File: src/ssu_pkg.sv
// Purpose: Constants and types for the synchronous slave serial unit
// Assumes: 3-bit register address, 8-bit data
// Notes: Register offsets are local choices
package ssu_pkg;
  // ----------------------------------------
  // Register offsets
  // ----------------------------------------
  localparam logic [2:0] ADDR_TXSTA = 3'h0;
  localparam logic [2:0] ADDR_RCSTA = 3'h1;
  localparam logic [2:0] ADDR_TRANSMIT_HOLDING_REGISTER = 3'h2;
  localparam logic [2:0] ADDR_RECEIVE_DATA_REGISTER = 3'h3;
  localparam logic [2:0] ADDR_BAUD = 3'h4;
  localparam logic [2:0] ADDR_BRGL = 3'h5;
  localparam logic [2:0] ADDR_BRGH = 3'h6;
  localparam logic [2:0] ADDR_IEN = 3'h7;
  // ----------------------------------------
  // Field positions
  // ----------------------------------------
  localparam int TX_CLOCK_SOURCE_SELECT = 7;
  localparam int TX_NINE = 6;
  localparam int TX_EN = 5;
  localparam int TX_SYNC = 4;
  localparam int TX_TRMT = 1;
  localparam int TX_NINTH = 0;
  localparam int RC_SERIAL_PORT_ENABLE = 7;
  localparam int RC_NINE = 6;
  localparam int RC_SINGLE_RECEIVE_ENABLE = 5;
  localparam int RC_CONTINUOUS_RECEIVE_ENABLE = 4;
  localparam int RC_OVERRUN_ERROR_FLAG = 1;
  localparam int RC_NINTH = 0;
  localparam int BD_IDLE = 6;
  localparam int BD_POL = 4;
  localparam int IE_GIE = 7;
  localparam int IE_PERIPHERAL_INTERRUPT_ENABLE = 6;
  localparam int IE_RECEIVE_INTERRUPT_ENABLE = 5;
  localparam int IE_TRANSMIT_INTERRUPT_ENABLE = 4;
  localparam int IE_RECEIVE_FLAG = 1;
  localparam int IE_TRANSMIT_BUFFER_FLAG = 0;
  // ----------------------------------------
  // Write masks, reset values, counts
  // ----------------------------------------
  localparam logic [7:0] TXSTA_WMASK = 8'hF1;
  localparam logic [7:0] RCSTA_WMASK = 8'hF0;
  localparam logic [7:0] BAUD_WMASK = 8'h10;
  localparam logic [7:0] IEN_WMASK = 8'hF0;
  localparam logic [7:0] REG_RST = 8'h00;
  localparam logic [3:0] CHAR_BITS8 = 4'h8;
  localparam logic [3:0] CHAR_BITS9 = 4'h9;
  localparam logic [1:0] FIFO_DEPTH = 2'h2;
  typedef struct packed {
    logic ninth;
    logic [7:0] data;
  } ssu_char_t;
endpackage

File: src/ssu_slave.sv
// Purpose: Synchronous slave serial unit, transmit and receive
// Assumes: External master drives the bit clock; ck_in, dt_in asynchronous
// Notes: Core clock oversamples the link clock to find its edges
//
// The implementer's own choices: the strobed register port and the register addresses.
`timescale 1ns/1ps
module ssu_slave
  import ssu_pkg::*;
(
  input wire logic clk_in,
  input wire logic rst_b_in,
  input wire logic [2:0] addr_in,
  input wire logic [7:0] wdata_in,
  input wire logic wr_in,
  input wire logic rd_in,
  output logic [7:0] rdata_out,
  input wire logic sleep_in,
  input wire logic ck_in,
  input wire logic dt_in,
  output logic ck_out,
  output logic ck_oe_out,
  output logic dt_out,
  output logic dt_oe_out,
  output logic wake_out,
  output logic irq_out
);
  function automatic logic hit(input logic [2:0] a, input logic s, input logic [2:0] r);
    hit = s && (a == r);
  endfunction

  logic [7:0] txsta_r, rcsta_r, baud_r, brgl_r, brgh_r, ien_r;
  logic ck_s1_r, ck_s2_r, ck_s3_r, dt_s1_r, dt_s2_r;
  logic serial_port_enable, en, txm, rxm, continuous_receive_enable, lead, trail;
  logic [3:0] tx_bits, rx_bits;
  ssu_char_t transmit_holding_register_r;
  logic transmit_holding_register_full_r, tsr_full_r;
  logic [8:0] tsr_r;
  logic [3:0] tx_cnt_r;
  logic load;
  logic [8:0] rsr_r, rsr_nxt;
  logic [3:0] rx_cnt_r;
  ssu_char_t fifo_r [0:1];
  ssu_char_t rx_char;
  logic [1:0] count_r;
  logic overrun_error_flag_r, done, pop, full_now, push, ovf;
  logic receive_flag, transmit_buffer_flag, ev_tx, ev_rx;
  logic dt_r, dt_oe_r;

  // ----------------------------------------
  // Link input synchronisers
  // ----------------------------------------
  always_ff @(posedge clk_in) begin
    if (!rst_b_in) begin
      ck_s1_r <= 1'b0;
      ck_s2_r <= 1'b0;
      ck_s3_r <= 1'b0;
      dt_s1_r <= 1'b0;
      dt_s2_r <= 1'b0;
    end else begin
      ck_s1_r <= ck_in;
      ck_s2_r <= ck_s1_r;
      ck_s3_r <= ck_s2_r;
      dt_s1_r <= dt_in;
      dt_s2_r <= dt_s1_r;
    end
  end

  // Leading and trailing edges after polarity select
  assign lead = (ck_s2_r ^ baud_r[BD_POL]) && !(ck_s3_r ^ baud_r[BD_POL]);
  assign trail = !(ck_s2_r ^ baud_r[BD_POL]) && (ck_s3_r ^ baud_r[BD_POL]);

  // ----------------------------------------
  // Mode decode
  // ----------------------------------------
  assign serial_port_enable = rcsta_r[RC_SERIAL_PORT_ENABLE];
  assign continuous_receive_enable = rcsta_r[RC_CONTINUOUS_RECEIVE_ENABLE];
  // Shifting keeps running while asleep; no term here depends on sleep_in
  assign en = serial_port_enable && txsta_r[TX_SYNC] && !txsta_r[TX_CLOCK_SOURCE_SELECT];
  // Shifting out also needs transmit enable; clearing it abandons the character
  assign txm = en && txsta_r[TX_EN] && !rcsta_r[RC_SINGLE_RECEIVE_ENABLE] && !continuous_receive_enable;
  assign rxm = en && (rcsta_r[RC_SINGLE_RECEIVE_ENABLE] || continuous_receive_enable);
  assign tx_bits = txsta_r[TX_NINE] ? CHAR_BITS9 : CHAR_BITS8;
  assign rx_bits = rcsta_r[RC_NINE] ? CHAR_BITS9 : CHAR_BITS8;

  // ----------------------------------------
  // Control registers
  // ----------------------------------------
  always_ff @(posedge clk_in) begin
    if (!rst_b_in) begin
      txsta_r <= REG_RST;
      rcsta_r <= REG_RST;
      baud_r <= REG_RST;
      brgl_r <= REG_RST;
      brgh_r <= REG_RST;
      ien_r <= REG_RST;
    end else begin
      if (hit(addr_in, wr_in, ADDR_TXSTA)) begin
        txsta_r <= wdata_in & TXSTA_WMASK;
      end
      if (hit(addr_in, wr_in, ADDR_RCSTA)) begin
        rcsta_r <= wdata_in & RCSTA_WMASK;
      end
      if (hit(addr_in, wr_in, ADDR_BAUD)) begin
        baud_r <= wdata_in & BAUD_WMASK;
      end
      if (hit(addr_in, wr_in, ADDR_BRGL)) begin
        brgl_r <= wdata_in;
      end
      if (hit(addr_in, wr_in, ADDR_BRGH)) begin
        brgh_r <= wdata_in;
      end
      if (hit(addr_in, wr_in, ADDR_IEN)) begin
        ien_r <= wdata_in & IEN_WMASK;
      end
    end
  end

  // ----------------------------------------
  // Transmitter
  // ----------------------------------------
  // Held character moves on whenever in transmit mode (txm) and the shift register is empty
  assign load = txm && transmit_holding_register_full_r && !tsr_full_r;
  assign transmit_buffer_flag = !transmit_holding_register_full_r;

  always_ff @(posedge clk_in) begin
    if (!rst_b_in || !serial_port_enable) begin
      transmit_holding_register_r <= '0;
      transmit_holding_register_full_r <= 1'b0;
      tsr_r <= '0;
      tsr_full_r <= 1'b0;
      tx_cnt_r <= '0;
    end else begin
      if (hit(addr_in, wr_in, ADDR_TRANSMIT_HOLDING_REGISTER)) begin
        transmit_holding_register_r <= '{ninth: txsta_r[TX_NINTH], data: wdata_in};
        transmit_holding_register_full_r <= 1'b1;
      end else if (load) begin
        transmit_holding_register_full_r <= 1'b0;
      end
      if (load) begin
        tsr_r <= transmit_holding_register_r;
        tsr_full_r <= 1'b1;
        tx_cnt_r <= '0;
      end else if (tsr_full_r && !txm) begin
        tsr_full_r <= 1'b0;
      end else if (tsr_full_r && trail) begin
        tsr_r <= tsr_r >> 1;
        tx_cnt_r <= tx_cnt_r + 4'h1;
        if (tx_cnt_r == tx_bits - 4'h1) begin
          tsr_full_r <= 1'b0;
        end
      end
    end
  end

  // Data changes on the leading edge, master samples on the trailing one
  always_ff @(posedge clk_in) begin
    if (!rst_b_in) begin
      dt_r <= 1'b0;
      dt_oe_r <= 1'b0;
    end else begin
      dt_oe_r <= txm;
      if (tsr_full_r && lead) begin
        dt_r <= tsr_r[0];
      end
    end
  end

  // ----------------------------------------
  // Receiver
  // ----------------------------------------
  assign rsr_nxt = {dt_s2_r, rsr_r[8:1]};
  assign rx_char.ninth = rcsta_r[RC_NINE] ? rsr_nxt[8] : 1'b0;
  assign rx_char.data = rcsta_r[RC_NINE] ? rsr_nxt[7:0] : rsr_nxt[8:1];
  assign done = rxm && !overrun_error_flag_r && trail && (rx_cnt_r == rx_bits - 4'h1);
  assign pop = hit(addr_in, rd_in, ADDR_RECEIVE_DATA_REGISTER) && (count_r != 2'h0);
  assign full_now = (count_r == FIFO_DEPTH) && !pop;
  assign push = done && !full_now;
  assign ovf = done && full_now;
  assign receive_flag = (count_r != 2'h0);

  always_ff @(posedge clk_in) begin
    if (!rst_b_in || !serial_port_enable) begin
      rsr_r <= '0;
      rx_cnt_r <= '0;
    end else if (!rxm || overrun_error_flag_r) begin
      rx_cnt_r <= '0;
    end else if (trail) begin
      // Never goes idle and never self-stops after one character
      rsr_r <= rsr_nxt;
      rx_cnt_r <= done ? 4'h0 : rx_cnt_r + 4'h1;
    end
  end

  always_ff @(posedge clk_in) begin
    if (!rst_b_in || !serial_port_enable) begin
      fifo_r[0] <= '0;
      fifo_r[1] <= '0;
      count_r <= '0;
    end else begin
      case ({push, pop})
        2'b10: begin
          fifo_r[count_r[0]] <= rx_char;
          count_r <= count_r + 2'h1;
        end
        2'b01: begin
          fifo_r[0] <= fifo_r[1];
          count_r <= count_r - 2'h1;
        end
        2'b11: begin
          if (count_r == 2'h1) begin
            fifo_r[0] <= rx_char;
          end else begin
            fifo_r[0] <= fifo_r[1];
            fifo_r[1] <= rx_char;
          end
        end
        default: begin
        end
      endcase
    end
  end

  // Overrun: a new overrun wins over a clear in the same cycle
  always_ff @(posedge clk_in) begin
    if (!rst_b_in || !serial_port_enable) begin
      overrun_error_flag_r <= 1'b0;
    end else if (ovf) begin
      overrun_error_flag_r <= 1'b1;
    end else if (!(rcsta_r[RC_SINGLE_RECEIVE_ENABLE] || continuous_receive_enable)) begin
      // Either enable keeps reception continuous in slave mode, so both must drop
      overrun_error_flag_r <= 1'b0;
    end
  end

  // ----------------------------------------
  // Wake and interrupt request
  // ----------------------------------------
  assign ev_tx = ien_r[IE_PERIPHERAL_INTERRUPT_ENABLE] && ien_r[IE_TRANSMIT_INTERRUPT_ENABLE] && transmit_buffer_flag;
  assign ev_rx = ien_r[IE_RECEIVE_INTERRUPT_ENABLE] && receive_flag;

  always_ff @(posedge clk_in) begin
    if (!rst_b_in) begin
      wake_out <= 1'b0;
      irq_out <= 1'b0;
    end else begin
      wake_out <= sleep_in && (ev_tx || ev_rx);
      irq_out <= ien_r[IE_GIE] && (ev_tx || ev_rx);
    end
  end

  // ----------------------------------------
  // Read port and pins
  // ----------------------------------------
  always_ff @(posedge clk_in) begin
    if (!rst_b_in) begin
      rdata_out <= REG_RST;
    end else if (!rd_in) begin
      rdata_out <= REG_RST;
    end else if (addr_in == ADDR_TXSTA) begin
      rdata_out <= txsta_r | {6'h00, !tsr_full_r, 1'b0};
    end else if (addr_in == ADDR_RCSTA) begin
      rdata_out <= {rcsta_r[7:4], 2'h0, overrun_error_flag_r, fifo_r[0].ninth};
    end else if (addr_in == ADDR_RECEIVE_DATA_REGISTER) begin
      rdata_out <= fifo_r[0].data;
    end else if (addr_in == ADDR_BAUD) begin
      rdata_out <= baud_r | {1'b0, (rx_cnt_r == 4'h0), 6'h00};
    end else if (addr_in == ADDR_BRGL) begin
      rdata_out <= brgl_r;
    end else if (addr_in == ADDR_BRGH) begin
      rdata_out <= brgh_r;
    end else if (addr_in == ADDR_IEN) begin
      rdata_out <= ien_r | {6'h00, receive_flag, transmit_buffer_flag};
    end else begin
      rdata_out <= REG_RST;
    end
  end

  always_ff @(posedge clk_in) begin
    if (!rst_b_in) begin
      ck_out <= 1'b0;
      ck_oe_out <= 1'b0;
    end else begin
      ck_out <= 1'b0;
      ck_oe_out <= 1'b0;
    end
  end

  assign dt_out = dt_r;
  assign dt_oe_out = dt_oe_r;
endmodule

File: config.mk
export PLATFORM = sky130hd
export DESIGN_NAME = ssu_slave
export DESIGN_NICKNAME = d
export VERILOG_FILES = /design/src/ssu_pkg.sv /design/src/ssu_slave.sv
export SDC_FILE = /design/constraint.sdc
export NUM_CORES = 1
export LEC_CHECK = 0
export ABC_AREA = 1
export BUFFER_PORTS_ARGS = -buffer_cell sky130_fd_sc_hd__clkbuf_2
export CORE_MARGIN = 4
export CORE_UTILIZATION = 50
export DETAILED_ROUTE_END_ITERATION = 16
export PLACE_DENSITY_LB_ADDON = 0.15
export SYNTH_ARGS = -nofsm -noshare
export SYNTH_HDL_FRONTEND = slang
export SYNTH_SLANG_ARGS = --single-unit
File: constraint.sdc
create_clock -name clk_in -period 3.4 [get_ports clk_in]
set_input_delay 0.17 -clock clk_in [delete_from_list [all_inputs] [get_ports clk_in]]
set_output_delay 0.17 -clock clk_in [all_outputs]
set_load 0.01 [all_outputs]
==> results by group <==
Logic synthesis
  • Synth area leaders: dfxtp_1 (37%), edfxtp_1 (11%), nand2_1 (9.3%), inv_1 (6.3%), o21ai_0 (5.7%)
  • Synth warn: 0
  • Cell taking the most area after synthesis: dfxtp_1
  • Synth unique cells: 41
  • Top FF cell, synth: dfxtp_1
  • Post-synth ARST share: 0%
  • Synth Area per Inst: 7.88 um^2
  • Number of flops mapped to enable cells by yosys: 18
  • Synthesis-stage register bit count: 104
  • Syn Std Cell Area: 0.00471 mm^2
  • Share of the synthesized area in the top cell type: 36.6%
  • Post-Synthesis Cells: 597
  • Sequential area share after synthesis: 48.1%

Setup path
  • Crit path from: rcsta_r[7]
  • WS Path Type: flip-flop to flip-flop
  • Top cell by count, worst path: nand2_1
  • Critical Path RT: 3390 ps
  • CP bufs+invs: 1
  • Largest stage delay on the critical path: 720 ps
  • Worst EP arrival: 2590 ps
  • Top Family by Delay on Critical Path: simple AND/OR/NAND/NOR gates
  • Setup crit start kind: flip-flop
  • Slowest CP cell: o211ai_1
  • CP Cell Sequence: nand2_1 > nor2_2 > nand2_1 > nor2_2 > nand2_1 > clkinv_1 > nand2_1 > o211ai_1
  • CP Max Fanout: 13
  • Nature of the critical path endpoint: flip-flop
  • Reg2reg start: rcsta_r[7]

Final layout
  • Area Overhead vs Synth: 8.40%
  • Antenna fix cells: 0
  • Register area: 0.00226 mm^2
  • Commonest non-fill, non-tap cell in the layout: nand2_1
  • Design Area, Final: 0.00510 mm^2
  • Share of post-route cells with drive strength above 1: 12.9%
  • Most frequent cells in the layout: nand2_1 (116), dfxtp_1 (86), inv_1 (79)
  • Core Util, Final: 55.5%
  • Multi-input logic area: 0.00201 mm^2
  • Fill cells: 901
  • Layout Nets: 647

Routing
  • Routed wire length: 10,800 um
  • Vias: 3,929
  • Routed Antenna Nets: 0
  • Pre-antenna DRT Iters: 5
  • Vias per inst: 5.32
  • Iter 0 DRT Violations: 227
  • Remaining DRCs: 0
  • Post-DR wirelength/cell: 14.6 um

CTS
  • CTS HTree Levels: 3
  • Setup bufs post-CTS: 0
  • CTS buffer count: 9
  • Max Root-Sink Buffers: 2
  • CTS tree: done
  • Clock Sinks: 104
  • Clk slew on worst S/H paths: 100 ps
  • Worst skew pair latency: 360 ps
  • Root Driver: clkbuf_8

Timing
  • Clk_skew: 12.5 ps
  • # setup viols final: 0
  • Final setup margin: 800 ps
  • Fin. Hold Viols: 0
  • Fin crit period: 2600 ps
  • RSZ-0062 raised after global routing: false
  • Slew headroom: 39.5%
  • Final worst-path cycle share: 76.5%
  • Fmax: 385 MHz
  • Final Slew Violations: 0
  • Final setup TNS: 0 ps
  • Worst Max-Slew Pin Slew: 904 ps

Power and ir drop
  • Internal power: 1590 uW
  • Power density over the cells: 412 mW/mm^2
  • Switching power: 513 uW
  • Lkg Pwr: 0.00203 uW
  • Sequential power share: 60.6%
  • VDD IR-drop max: 0.191 mV
  • Switching Share: 24.4%
  • Clock Power Share: 34.3%
  • Combinational share of power: 5.1%

Die
  • Starting Density: 51.2%
  • # rows: 35
  • Die X: 105 um
  • Die H: 105 um
  • Core area: 0.00920 mm^2
  • I/O pin count: 32
  • Area of the die: 0.0110 mm^2

GRT
  • Global-route wire length before repair: 18,300 um
  • Vias in the first global route: 3,709
  • Total global-route track usage: 20.3%
  • Initial antenna violation count: 0
  • Total grt overflow: 0
  • Pin count of the biggest net entering global routing: 32

Min path
  • Min-delay src: dt_in
  • Worst hold path class: primary input to flip-flop

Flow run
  • Max Cap Viol: 0

Place
  • Port Buffers: 29
  • Pre-CTS WS: 789 ps
  • DP Wirelength: 8010 um
  • RePlAce Congestion: 0.865
  • Placed instance area: 0.00491 mm^2

Status
  • Status: complete, no violations
## worst paths after layout
check | to | slack [ps] | cells past startpoint
max | fifo_r[1][3] | 800 | 8
min | dt_s1_r | 10 | 3
max reg2reg | fifo_r[1][3] | 800 | 8
min reg2reg | ck_s3_r | 450 | 2
## cell type report
type | count | area share (%)
multi-input combinational | 387 | 39.4
timing repair buffer | 33 | 3.48
inverter | 88 | 6.47
clock inverter | 5 | 0.785
tap | 111 | 2.72
sequential | 104 | 44.3
clock buffer | 11 | 2.77
## sequential cells by signal (all words and copies together) (netlist names), 5 cells and up
| name | cells |
|---|---|
| fifo_r | 18 |
| transmit_holding_register_r | 9 |
| tsr_r | 9 |
| brgh_r | 8 |
| brgl_r | 8 |
| rdata_out | 8 |
| rsr_r | 8 |
| txsta_r | 5 |
## synth_stat cells, types with 3 or more instances
master	number
nor3_1	3
nand2_1	116
buf_6	3
clkbuf_1	12
inv_2	6
a21boi_2	5
dfxtp_1	86
a31oi_1	7
a21oi_2	4
inv_1	79
o2111ai_1	4
clkinv_1	3
nand3_4	4
buf_4	3
nand3_1	37
o22ai_1	7
a21oi_1	53
edfxtp_1	18
nor2_2	4
o21ai_0	54
ha_1	6
nor2_1	54
## power by group through the flow
stage          Clock [uW]  Sequential (uW)  Combinational, uW
6_report              720             1270                106
2_1_floorplan           0             1300               67.0
4_1_cts               741             1270                106
5_1_grt               789             1280                119
3_3_place_gp            0             1300                103
3_5_place_dp            0             1300                104
## cell families after synthesis
family	Yosys count	share of synthesized area, %
buffers and inverters	107	9.28
XOR/XNOR	2	0.372
flip-flops	104	48.1
AO/OA/AOI/OAI	145	17.9
other	1	0.0797
adder cells (fa/ha/maj)	6	1.59
AND/OR/NAND/NOR	232	22.7
## routing by layer
| layer | share of wire, % | track usage [%] | routed length, um |
|---|---|---|---|
| met2 | 45 | 31.4 | 4820 |
| met3 | 4.8 | 3.03 | 516 |
| met1 | 49 | 29.4 | 5320 |
| met5 | 0 | 0 | 0 |
| met4 | 1.5 | 6.09 | 165 |
## through the flow
step | std cells | total power, uW | hold slack, ps
after floorplan | 598 | 1370 | 268
after global placement | 722 | 1400 | 373
after detailed placement | 722 | 1410 | 379
after CTS | 739 | 2120 | 5.59
after global routing | 739 | 2180 | 30.3
final | 739 | 2100 | 11.0
## worst reg2reg max path: cells and delay by family, from the launching register on
kind	cells	cell delay [ps]
compound gates	1	720
flops	1	400
simple gates	6	960
buf+inv	1	140
## what timing repair did
item	in CTS	in global routing
hold buffers	1	0
endpoints found under the hold margin	1	0
resized for setup	0	0
Note: power is estimated with default switching activity, not from simulation.
